### config.mk
export PLATFORM = sky130hd
export DESIGN_NAME = dtc_timer_core
export DESIGN_NICKNAME = d
export VERILOG_FILES = /design/src/dtc_pkg.sv /design/src/dtc_edge_tick.sv /design/src/dtc_timer_core.sv
export SDC_FILE = /design/constraint.sdc
export NUM_CORES = 1
export LEC_CHECK = 0
export BUFFER_PORTS_ARGS = -buffer_cell sky130_fd_sc_hd__buf_2
export CORE_MARGIN = 3
export CORE_UTILIZATION = 30
export DETAILED_ROUTE_END_ITERATION = 10
export SYNTH_ARGS = -nofsm -noshare
export SYNTH_HDL_FRONTEND = slang
export SYNTH_SLANG_ARGS = --single-unit
### constraint.sdc
create_clock -name clock -period 4.2 [get_ports clock]
set_clock_uncertainty 0.1 [all_clocks]
set_input_delay 0.21 -clock clock [delete_from_list [all_inputs] [get_ports clock]]
set_output_delay 0.21 -clock clock [all_outputs]
set_load 0.05 [all_outputs]
### src/dtc_pkg.sv
/*
 Shared constants for the dual timer/counter core: register addresses,
 field positions, reset values, mode codes and machine-cycle phases.
 Assumes an 8051-style special-function-register bus with 8-bit addresses.
*/
package dtc_pkg;

	// Register addresses on the special-function-register bus
	localparam logic [7:0] ADDR_TIMER_CONTROL = 8'h88;
	localparam logic [7:0] ADDR_TIMER_MODE    = 8'h89;
	localparam logic [7:0] ADDR_T0_LOW        = 8'h8a;
	localparam logic [7:0] ADDR_T1_LOW        = 8'h8b;
	localparam logic [7:0] ADDR_T0_HIGH       = 8'h8c;
	localparam logic [7:0] ADDR_T1_HIGH       = 8'h8d;

	// Reset values
	localparam logic [7:0] TIMER_CONTROL_RESET = 8'h00;
	localparam logic [7:0] TIMER_MODE_RESET    = 8'h00;
	localparam logic [7:0] COUNT_RESET         = 8'h00;
	localparam logic [7:0] UNMAPPED_READ       = 8'h00;

	// Control register fields
	localparam int TCTL_OVF_ONE  = 7;
	localparam int TCTL_RUN_ONE  = 6;
	localparam int TCTL_OVF_ZERO = 5;
	localparam int TCTL_RUN_ZERO = 4;

	// Mode register fields, per nibble (timer 1 in the upper one)
	localparam int TIMER_MODE_NIBBLE  = 4;
	localparam int TIMER_MODE_GATE    = 3;
	localparam int TIMER_MODE_CSEL    = 2;
	localparam int TIMER_MODE_MODE_LO = 0;

	// Mode field codes
	localparam logic [1:0] MODE_PRESCALED = 2'h0;
	localparam logic [1:0] MODE_CASCADED  = 2'h1;
	localparam logic [1:0] MODE_RELOAD    = 2'h2;
	localparam logic [1:0] MODE_SPLIT     = 2'h3;

	// Machine cycle: 12 core clocks, phase index = (state-1)*2 + (phase-1)
	localparam int         MC_CLOCKS    = 12;
	localparam logic [3:0] PHASE_LAST   = 4'(MC_CLOCKS - 1);
	localparam logic [3:0] SAMPLE_PHASE = 4'h9;
	localparam logic [3:0] UPDATE_PHASE = 4'h4;

	localparam logic [4:0] PRESCALE_TOP = 5'h1f;
	localparam logic [7:0] BYTE_TOP     = 8'hff;

endpackage : dtc_pkg

### src/dtc_edge_tick.sv
/*
 Count-tick generator for one timer unit: machine-cycle tick in timer
 function, sampled falling-edge tick in counter function.
 Assumes a shared machine-cycle phase counter and a synchronous count pin.
*/
`timescale 1ns/100ps
module dtc_edge_tick
	import dtc_pkg::*;
(
	input  wire logic       clock,
	input  wire logic       rst,
	input  wire logic [3:0] phase,
	input  wire logic       count_pin,
	input  wire logic       count_select,
	input  wire logic       count_enable,
	output logic            tick
);

	logic sample_reg;
	logic fall_pend_reg;

	// Pin sampled once per machine cycle; a high then low sample is an edge
	always_ff @(posedge clock) begin
		if (rst) begin
			sample_reg    <= 1'b0;
			fall_pend_reg <= 1'b0;
		end else if (phase == SAMPLE_PHASE) begin
			sample_reg    <= count_pin;
			fall_pend_reg <= sample_reg & ~count_pin;
		end else if (phase == UPDATE_PHASE) begin
			fall_pend_reg <= 1'b0; // Edge used or dropped in the next cycle
		end
	end

	// Both sources land at the update phase; edges thus take two cycles
	always_comb begin
		tick = 1'b0;
		if (phase == UPDATE_PHASE && count_enable)
			tick = count_select ? fall_pend_reg : 1'b1;
	end

endmodule : dtc_edge_tick

### src/dtc_timer_core.sv
/*
 Two 16-bit timer/counters with mode and control registers on the
 special-function-register bus, byte and bit writes, registered read data.
 Assumes count and gate pins are synchronous to clock and that the
 interrupt logic pulses an acknowledge when it vectors to a timer routine.
*/
`timescale 1ns/100ps
module dtc_timer_core
	import dtc_pkg::*;
(
	input  wire logic       clock,
	input  wire logic       rst,
	input  wire logic [7:0] sfr_addr,
	input  wire logic       sfr_wr,
	input  wire logic [7:0] sfr_wdata,
	input  wire logic       sfr_bit_wr,
	input  wire logic [2:0] sfr_bit_sel,
	input  wire logic       sfr_bit_data,
	output logic      [7:0] sfr_rdata,
	input  wire logic       vector_ack_zero,
	input  wire logic       vector_ack_one,
	input  wire logic       count_pin_zero,
	input  wire logic       count_pin_one,
	input  wire logic       gate_pin_zero,
	input  wire logic       gate_pin_one,
	output logic            overflow_flag_timer_zero,
	output logic            overflow_flag_timer_one
);

	logic [7:0] timer_mode_reg;
	logic [7:0] timer_control_reg;
	logic [7:0] timer_control_next;
	logic [7:0] sfr_rdata_reg;
	logic [3:0] phase_reg;
	logic [7:0] count_low_byte_reg  [2];
	logic [7:0] count_high_byte_reg [2];
	logic [1:0] tick_w;
	logic [1:0] ovf_w;
	logic [1:0] en_w;
	logic [1:0] count_pin_w;
	logic [1:0] gate_pin_w;
	logic       split_w;
	logic       high_tick_w;
	logic       high_ovf_w;

	assign count_pin_w = {count_pin_one, count_pin_zero};
	assign gate_pin_w  = {gate_pin_one, gate_pin_zero};
	assign split_w     = timer_mode_reg[TIMER_MODE_MODE_LO +: 2] == MODE_SPLIT;

	// Machine-cycle phase shared by both units
	always_ff @(posedge clock) begin
		if (rst || phase_reg == PHASE_LAST)
			phase_reg <= 4'h0;
		else
			phase_reg <= phase_reg + 4'h1;
	end

	// Split mode: timer zero high byte counts cycles under timer one run bit
	assign high_tick_w = split_w && phase_reg == UPDATE_PHASE
		&& timer_control_reg[TCTL_RUN_ONE];
	assign high_ovf_w  = high_tick_w && count_high_byte_reg[0] == BYTE_TOP;

	for (genvar i = 0; i < 2; i++) begin : g_tmr
		localparam int NB      = i * TIMER_MODE_NIBBLE;
		localparam int RUN_POS = (i == 0) ? TCTL_RUN_ZERO : TCTL_RUN_ONE;
		localparam logic [7:0] LOW_ADDR  = (i == 0) ? ADDR_T0_LOW : ADDR_T1_LOW;
		localparam logic [7:0] HIGH_ADDR = (i == 0) ? ADDR_T0_HIGH : ADDR_T1_HIGH;

		logic [1:0] mode;
		logic [7:0] low_next;
		logic [7:0] high_next;
		logic       ovf;
		logic       stopped;

		assign mode    = timer_mode_reg[NB + TIMER_MODE_MODE_LO +: 2];
		assign stopped = (i == 1) && mode == MODE_SPLIT;

		// Run bit gates everything; gate bit adds the pin condition
		assign en_w[i] = timer_control_reg[RUN_POS]
			& (~timer_mode_reg[NB + TIMER_MODE_GATE] | gate_pin_w[i]);

		dtc_edge_tick u_tick (
			.clock        (clock),
			.rst          (rst),
			.phase        (phase_reg),
			.count_pin    (count_pin_w[i]),
			.count_select (timer_mode_reg[NB + TIMER_MODE_CSEL]),
			.count_enable (en_w[i]),
			.tick         (tick_w[i])
		);

		// Next count per mode; software writes win over counting
		always_comb begin
			low_next  = count_low_byte_reg[i];
			high_next = count_high_byte_reg[i];
			ovf       = 1'b0;
			if (tick_w[i] && !stopped) begin
				case (mode)
					MODE_PRESCALED: begin
						low_next[4:0] = count_low_byte_reg[i][4:0] + 5'h01;
						if (count_low_byte_reg[i][4:0] == PRESCALE_TOP) begin
							high_next = count_high_byte_reg[i] + 8'h01;
							ovf       = count_high_byte_reg[i] == BYTE_TOP;
						end
					end
					MODE_CASCADED: begin
						{high_next, low_next} = {count_high_byte_reg[i],
							count_low_byte_reg[i]} + 16'h0001;
						ovf = {count_high_byte_reg[i], count_low_byte_reg[i]}
							== {BYTE_TOP, BYTE_TOP};
					end
					MODE_RELOAD: begin
						ovf = count_low_byte_reg[i] == BYTE_TOP;
						low_next = ovf ? count_high_byte_reg[i]
							: count_low_byte_reg[i] + 8'h01;
					end
					default: begin
						low_next = count_low_byte_reg[i] + 8'h01;
						ovf      = count_low_byte_reg[i] == BYTE_TOP;
					end
				endcase
			end
			if (i == 0 && high_tick_w)
				high_next = count_high_byte_reg[i] + 8'h01;
			if (sfr_wr && sfr_addr == LOW_ADDR)
				low_next = sfr_wdata;
			if (sfr_wr && sfr_addr == HIGH_ADDR)
				high_next = sfr_wdata;
		end

		assign ovf_w[i] = ovf;

		// Count bytes; the run bit never clears them
		always_ff @(posedge clock) begin
			if (rst) begin
				count_low_byte_reg[i]  <= COUNT_RESET;
				count_high_byte_reg[i] <= COUNT_RESET;
			end else begin
				count_low_byte_reg[i]  <= low_next;
				count_high_byte_reg[i] <= high_next;
			end
		end
	end

	// Mode register: byte writes only, no bit access
	always_ff @(posedge clock) begin
		if (rst)
			timer_mode_reg <= TIMER_MODE_RESET;
		else if (sfr_wr && sfr_addr == ADDR_TIMER_MODE)
			timer_mode_reg <= sfr_wdata;
	end

	// Control: byte write, bit write, vector clear, then hardware set wins
	always_comb begin
		timer_control_next = timer_control_reg;
		if (sfr_wr && sfr_addr == ADDR_TIMER_CONTROL)
			timer_control_next = sfr_wdata;
		if (sfr_bit_wr)
			timer_control_next[sfr_bit_sel] = sfr_bit_data;
		if (vector_ack_zero)
			timer_control_next[TCTL_OVF_ZERO] = 1'b0;
		if (vector_ack_one)
			timer_control_next[TCTL_OVF_ONE] = 1'b0;
		if (ovf_w[0])
			timer_control_next[TCTL_OVF_ZERO] = 1'b1;
		// In split mode the timer zero high byte owns the timer one flag
		if (split_w ? high_ovf_w : ovf_w[1])
			timer_control_next[TCTL_OVF_ONE] = 1'b1;
	end

	always_ff @(posedge clock) begin
		if (rst)
			timer_control_reg <= TIMER_CONTROL_RESET;
		else
			timer_control_reg <= timer_control_next;
	end

	// Read data registered every cycle from the current address
	always_ff @(posedge clock) begin
		if (rst)
			sfr_rdata_reg <= UNMAPPED_READ;
		else begin
			case (sfr_addr)
				ADDR_TIMER_CONTROL: sfr_rdata_reg <= timer_control_reg;
				ADDR_TIMER_MODE:    sfr_rdata_reg <= timer_mode_reg;
				ADDR_T0_LOW:        sfr_rdata_reg <= count_low_byte_reg[0];
				ADDR_T1_LOW:        sfr_rdata_reg <= count_low_byte_reg[1];
				ADDR_T0_HIGH:       sfr_rdata_reg <= count_high_byte_reg[0];
				ADDR_T1_HIGH:       sfr_rdata_reg <= count_high_byte_reg[1];
				default:            sfr_rdata_reg <= UNMAPPED_READ;
			endcase
		end
	end

	assign sfr_rdata                = sfr_rdata_reg;
	assign overflow_flag_timer_zero = timer_control_reg[TCTL_OVF_ZERO];
	assign overflow_flag_timer_one  = timer_control_reg[TCTL_OVF_ONE];
endmodule : dtc_timer_core

==> impl_metrics.json, run 1 <==
{
  "postRouteAntennaNets": 0,
  "cts.sinks": 64,
  "ys_async_sr_fraction_pct": 0,
  "dp_worst_setup_slack_ns": 1.55,
  "gp_congestion": 0.921,
  "placementRows": 43,
  "drive_above_1_share_pct": 14.2,
  "rsz0062_at_grt": "no",
  "grt_pass1_vias": 4090,
  "crit_required_ns": 4.34,
  "wl_per_cell_um": 19.2,
  "die_x_um": 126,
  "track_usage_pct": 17.7,
  "cts_buffers": 9,
  "routed_via_density": 5.95,
  "io_pins": 40,
  "path_cells": "inv_1 > ha_1 > nand3b_4 > nor4_4 > a21oi_2 > or4_1 > a311oi_1",
  "reg2reg_from": "phase_reg[0]",
  "slew_violations": 0,
  "ir_drop_mv": 0.136,
  "grt_first_pass_wirelength_um": 22200,
  "insertion_delay_ns": 0.33,
  "syn_area_per_cell_um2": 8.24,
  "fin_nets": 593,
  "p_leak_nw": 1.68,
  "path_buf_inv": 1,
  "cts_hold_buffers": 0,
  "fin_crit_ns": 2.63,
  "core-area_mm2": 0.0139,
  "end_kind": "flip-flop",
  "cpLargestDelayFamily": "simple AND/OR/NAND/NOR gates",
  "p_sw_share_pct": 24.1,
  "vias": 4341,
  "finalSetupTns_ns": 0,
  "post_cts_buffers": 0,
  "htreeDepth": 3,
  "synth-seq-cells": 64,
  "cp_slowest_stage_delay_ns": 0.56,
  "power_per_cell_area_mw_per_mm2": 285,
  "drtIter0Drc": 297,
  "hold_start": "count_pin_one",
  "worstHoldPathType": "in -> reg",
  "antenna_found_initial": 0,
  "start_util_pct": 30.8,
  "critPathLaunchType": "flip-flop",
  "dr.pass1.iters": 5,
  "worstSetupPathType": "reg -> reg",
  "fp.dieH_um": 126,
  "cts_tree": "yes",
  "ys_seq_area_share_pct": 29.8,
  "fin_crit_sh_pct": 62.7,
  "power.internal_mw": 1.05,
  "synth_edf_count": 0,
  "reg2reg_depth": 7,
  "maxCapViolCount": 0,
  "r2r_setup_slack_ns": 1.57,
  "synth_area_mm2": 0.00430,
  "finalHoldViolCount": 0,
  "critPathArrivalTime_ns": 2.77,
  "setup_ws_ns": 1.57,
  "slew_headroom_pct": 46.6,
  "netlist_instances": 521,
  "grt_max_degree": 56,
  "synth_fp_nets": 569,
  "worst_hold_path.endpoint": "g_tmr[1].u_tick.sample_reg",
  "power.total_mw": 1.39,
  "hold_ws_ns": 0.0441,
  "root_buffer": "clkbuf_16",
  "clock.fmax_mhz": 380,
  "clkTransAtPathRegs_ns": 0.05,
  "crit_fanout": 16,
  "antenna_cells": 0,
  "cts_max_path_buffers": 2,
  "cts_resized": 0,
  "setup_viol": 0,
  "power_switching_mw": 0.334,
  "status": "complete, no violations",
  "cpMaxStageDelayCell": "or4_1",
  "timing.rr.end": "count_high_byte_reg[0][4]",
  "tightest_slew_ns": 0.794,
  "wirelength_um": 14100,
  "power_frac_comb_pct": 6.7,
  "ys_warn_count": 0,
  "die-area_mm2": 0.0158,
  "drt_drc_violations_left": 0,
  "yosys.cell_types.count": 72,
  "synth_flop_cell": "dfxtp_1",
  "gr-total-overflow": 0,
  "sequentialPowerShare_pct": 44.7,
  "syn2layout_area_growth_pct": 13.6,
  "io_buffers": 39,
  "clockPowerShare_pct": 48.6,
  "hold_path_depth": 3,
  "hpwlAfterDp_um": 10300
}
-- power by group through the flow --
stage	clock, mW	combinational, mW	sequential (mW)
3_5_place_dp	0	0.0923	0.633
3_3_place_gp	0	0.0904	0.633
4_1_cts	0.687	0.0927	0.620
6_report	0.675	0.0930	0.620
2_1_floorplan	0	0.0479	0.631
5_1_grt	0.725	0.102	0.620
-- Yosys cell counts, types with 10 or more instances --
cell	n	area (µm²)
a21oi_1	28	140
nand2_1	47	176
clkbuf_1	21	78.8
a211oi_1	10	75.1
dfxtp_1	64	1280
nor2_1	42	158
o21ai_0	29	145
a311oi_1	15	131
nand3_1	23	115
inv_1	17	63.8
nand4_1	11	68.8
ha_1	18	225
o31ai_1	12	90.1
-- per-layer routing --
layer | global-route usage [%] | vias to the layer above | routed length, µm | share of wire [%]
met5 | 0 | - | 0 | 0
met4 | 7.84 | 0 | 504 | 3.6
met3 | 3.18 | 39 | 668 | 4.8
met2 | 29.1 | 133 | 6790 | 48
met1 | 22.6 | 2126 | 6090 | 43
li1 | - | 2043 | - | -
-- placed cells by master, fill, tap and decap left out, types with 7 or more instances in the layout --
cell type,Yosys,final
o31ai_1,12,12
inv_1,17,17
nand2_1,47,47
dfxtp_1,64,64
a22oi_1,9,9
clkbuf_16,0,9
or4_1,8,8
or3_1,9,9
nor3_1,9,9
nor2_1,42,42
o21ai_0,29,29
nand3_1,23,23
a211oi_1,10,10
buf_2,4,39
nor3b_1,7,7
and3_1,9,9
mux2i_1,8,8
a221oi_1,7,7
ha_1,18,18
a21oi_1,28,28
nand4_1,11,11
mux4_2,7,7
nand2b_1,7,7
xnor2_1,7,7
a311oi_1,15,15
-- through the flow --
step / std cells / util, % / instance area [µm²]
final: 730 / 35.0 / 4880
after global routing: 730 / 35.0 / 4880
after CTS: 730 / 35.0 / 4880
after detailed placement: 714 / 33.1 / 4610
after global placement: 714 / 33.1 / 4610
after floorplan: 521 / - / 4300
-- kinds of logic after synthesis --
kind of cell / Yosys count / synth area share [%]
muxes: 18 / 6.32
buffers and inverters: 46 / 4.22
xor gates and xnor gates: 10 / 2.04
and+or+nand+nor: 214 / 28.4
DFF: 64 / 29.8
adders and majority gates: 18 / 5.24
AOI/OAI and AO/OA: 151 / 23.9
-- layout make-up --
type | instances | area, µm²
flip-flops and latches | 64 | 1280
repair buffers | 40 | 203
multi-input cells | 411 | 2830
clock buffers | 12 | 246
fillers | 1419 | 9050
well taps | 180 | 225
clock inverters | 4 | 20.0
inverters | 19 | 71.3
-- worst max path at each step --
| stage | startpoint | end | slack (ns) | depth (start not counted) |
|---|---|---|---|---|
| floorplan | phase_reg[0] | count_high_byte_reg[0][4] | 2.01 | 7 |
| global placement | phase_reg[0] | count_high_byte_reg[0][6] | 1.68 | 7 |
| detailed placement | phase_reg[0] | count_high_byte_reg[0][4] | 1.55 | 7 |
| CTS | phase_reg[0] | count_high_byte_reg[0][4] | 1.56 | 7 |
| global route | phase_reg[0] | count_high_byte_reg[0][4] | 1.30 | 7 |
| finish | phase_reg[0] | count_high_byte_reg[0][4] | 1.57 | 7 |
-- tightest hold or removal path, delay by kind of cell --
family	cells	cell delay, ns
buffers and inverters	1	0.11
AND/OR/NAND/NOR	1	0.06
AO/OA/AOI/OAI	1	0.05
Note: power is estimated with default switching activity, not from simulation.
==> run 2: changes to the inputs <==
clock period = 2.5 ns   (was 4.2 ns; I/O delays follow)
==> run 2 against run 1 <==
Compared with the run above:
- sequential share of layout area decreased by 1.2 points
- core utilization increased by 1.6 points
- clock power increased by 85%
- cell count increased by 3.4%
- critical path depth unchanged
- total power increased by 77%
- sequential power increased by 68%
- final area increased by 4.6%
- first-iteration DRC count increased by 16%
- die area unchanged
- setup slack got worse by 1.4 ns
- highest routed layer unchanged
==> impl_metrics.json, run 2 (synthesis results as in run 1) <==
{
  "root_buffer": "clkbuf_16",
  "tightest_slew_ns": 0.720,
  "finalHoldViolCount": 0,
  "crit_fanout": 16,
  "worstHoldPathType": "in -> reg",
  "die-area_mm2": 0.0158,
  "postRouteAntennaNets": 0,
  "ir_drop_mv": 0.235,
  "slew_headroom_pct": 51.9,
  "crit_required_ns": 2.65,
  "cts.sinks": 64,
  "start_util_pct": 30.8,
  "placementRows": 43,
  "antenna_found_initial": 0,
  "grt_first_pass_wirelength_um": 23100,
  "antenna_cells": 0,
  "status": "complete, no violations",
  "fp.dieH_um": 126,
  "cts_max_path_buffers": 2,
  "routed_via_density": 5.91,
  "io_buffers": 39,
  "htreeDepth": 3,
  "fin_nets": 619,
  "vias": 4459,
  "track_usage_pct": 18.4,
  "syn2layout_area_growth_pct": 18.9,
  "wl_per_cell_um": 19.3,
  "hpwlAfterDp_um": 10600,
  "path_buf_inv": 1,
  "p_leak_nw": 1.82,
  "drt_drc_violations_left": 0,
  "gr-total-overflow": 0,
  "cts_buffers": 9,
  "slew_violations": 0,
  "insertion_delay_ns": 0.34,
  "maxCapViolCount": 0,
  "clock.fmax_mhz": 428,
  "grt_pass1_vias": 4140,
  "drive_above_1_share_pct": 17.4,
  "postLayoutCellArea_mm2": 0.00511,
  "cpLargestDelayFamily": "simple AND/OR/NAND/NOR gates",
  "rsz0062_at_grt": "no",
  "die_x_um": 126,
  "cts_tree": "yes",
  "worstSetupPathType": "reg -> reg",
  "fin_crit_sh_pct": 93.5,
  "final_cell_mix": "dfxtp_1, nand2_1, nor2_1, buf_2, o21ai_0",
  "dpl_cell_area_mm2": 0.00478,
  "critPathArrivalTime_ns": 2.48,
  "wirelength_um": 14500,
  "gp_congestion": 0.974,
  "critPathLaunchType": "flip-flop",
  "cpMaxStageDelayCell": "or4_1",
  "path_cells": "inv_1 > ha_1 > nand3b_4 > nor4_4 > a21oi_2 > or4_1 > a311oi_1",
  "end_kind": "flip-flop",
  "io_pins": 40,
  "grt_max_degree": 55,
  "cp_slowest_stage_delay_ns": 0.54,
  "finalSetupTns_ns": 0,
  "drtIter0Drc": 345,
  "clkTransAtPathRegs_ns": 0.06,
  "nFillCells": 1432,
  "setup_viol": 0,
  "fin_crit_ns": 2.34,
  "power.total_mw": 2.46,
  "power_per_cell_area_mw_per_mm2": 482,
  "final_common_cell": "dfxtp_1",
  "core-area_mm2": 0.0139,
  "dr.pass1.iters": 5
}
-- run 2: changes by cell type in the layout (fill, tap and decap cells not counted), sizes merged --
| cell | delta |
|---|---|
| buf | +22 |
| bufinv | +1 |
| clkbuf | -1 |
| clkinv | -1 |
| dlygate4sd3 | +4 |
-- run 2: final timing paths --
kind | from | endpoint | slack [ns] | cells after the start
worst max-delay path | phase_reg[0] | count_high_byte_reg[0][4] | 0.16 | 7
worst min-delay path | sfr_wdata[0] | timer_mode_reg[0] | 0.03 | 3
worst max register to register | phase_reg[0] | count_high_byte_reg[0][4] | 0.16 | 7
worst min register to register | g_tmr[0].u_tick.sample_reg | g_tmr[0].u_tick.sample_reg | 0.35 | 2
-- run 2: layer usage --
metal  part of all wire [%]  global-route usage (%)  vias up  wire (µm)
met5                      0                       0        -          0
met4                    2.5                    7.08        0        366
met1                     44                    24.6     2175       6380
li1                       -                       -     2093          -
met2                     48                    30.3      164       7050
met3                    5.1                    2.42       27        748
-- run 2: what timing repair did --
action | in CTS | in global routing
setup endpoints to repair | 0 | 0
endpoints found under the hold margin | 4 | 0
hold buffers | 4 | 0
buffers inserted | 0 | 0
gates resized for setup | 0 | 0
-- run 2: worst register-to-register path, delay by kind of cell (launching register included) --
| family | cells | cell delay (ns) |
|---|---|---|
| buf+inv | 1 | 0.08 |
| fa+ha+maj | 1 | 0.21 |
| simple gates | 3 | 1.06 |
| flops | 1 | 0.33 |
| compound gates | 2 | 0.46 |
-- run 2: per-stage QoR --
step	utilization, %	worst slack [ns]	instances	hold WS, ns
6_report	36.6	0.163	755	0.0350
5_1_grt	36.6	0.00756	755	0.0280
4_1_cts	36.6	0.152	755	0.0167
3_5_place_dp	34.3	0.153	736	0.308
3_3_place_gp	34.3	0.262	736	0.293
2_1_floorplan	-	0.314	521	0.152
-- run 2: layout make-up --
type                       instances  area (µm²)  area share (%)
clock inverter                     4        45.0           0.882
tap                              180         225            4.41
sequential                        64        1280            25.1
inverter                          19        71.3            1.40
multi-input combinational        411        2830            55.5
timing repair buffer              66         408            7.99
clock buffer                      11         243            4.75
-- run 2: power by group --
group          total (mW)  internal [mW]  switching, mW
Combinational       0.168         0.0562          0.112
Clock                1.25          0.788          0.464
Sequential           1.04           1.03         0.0107
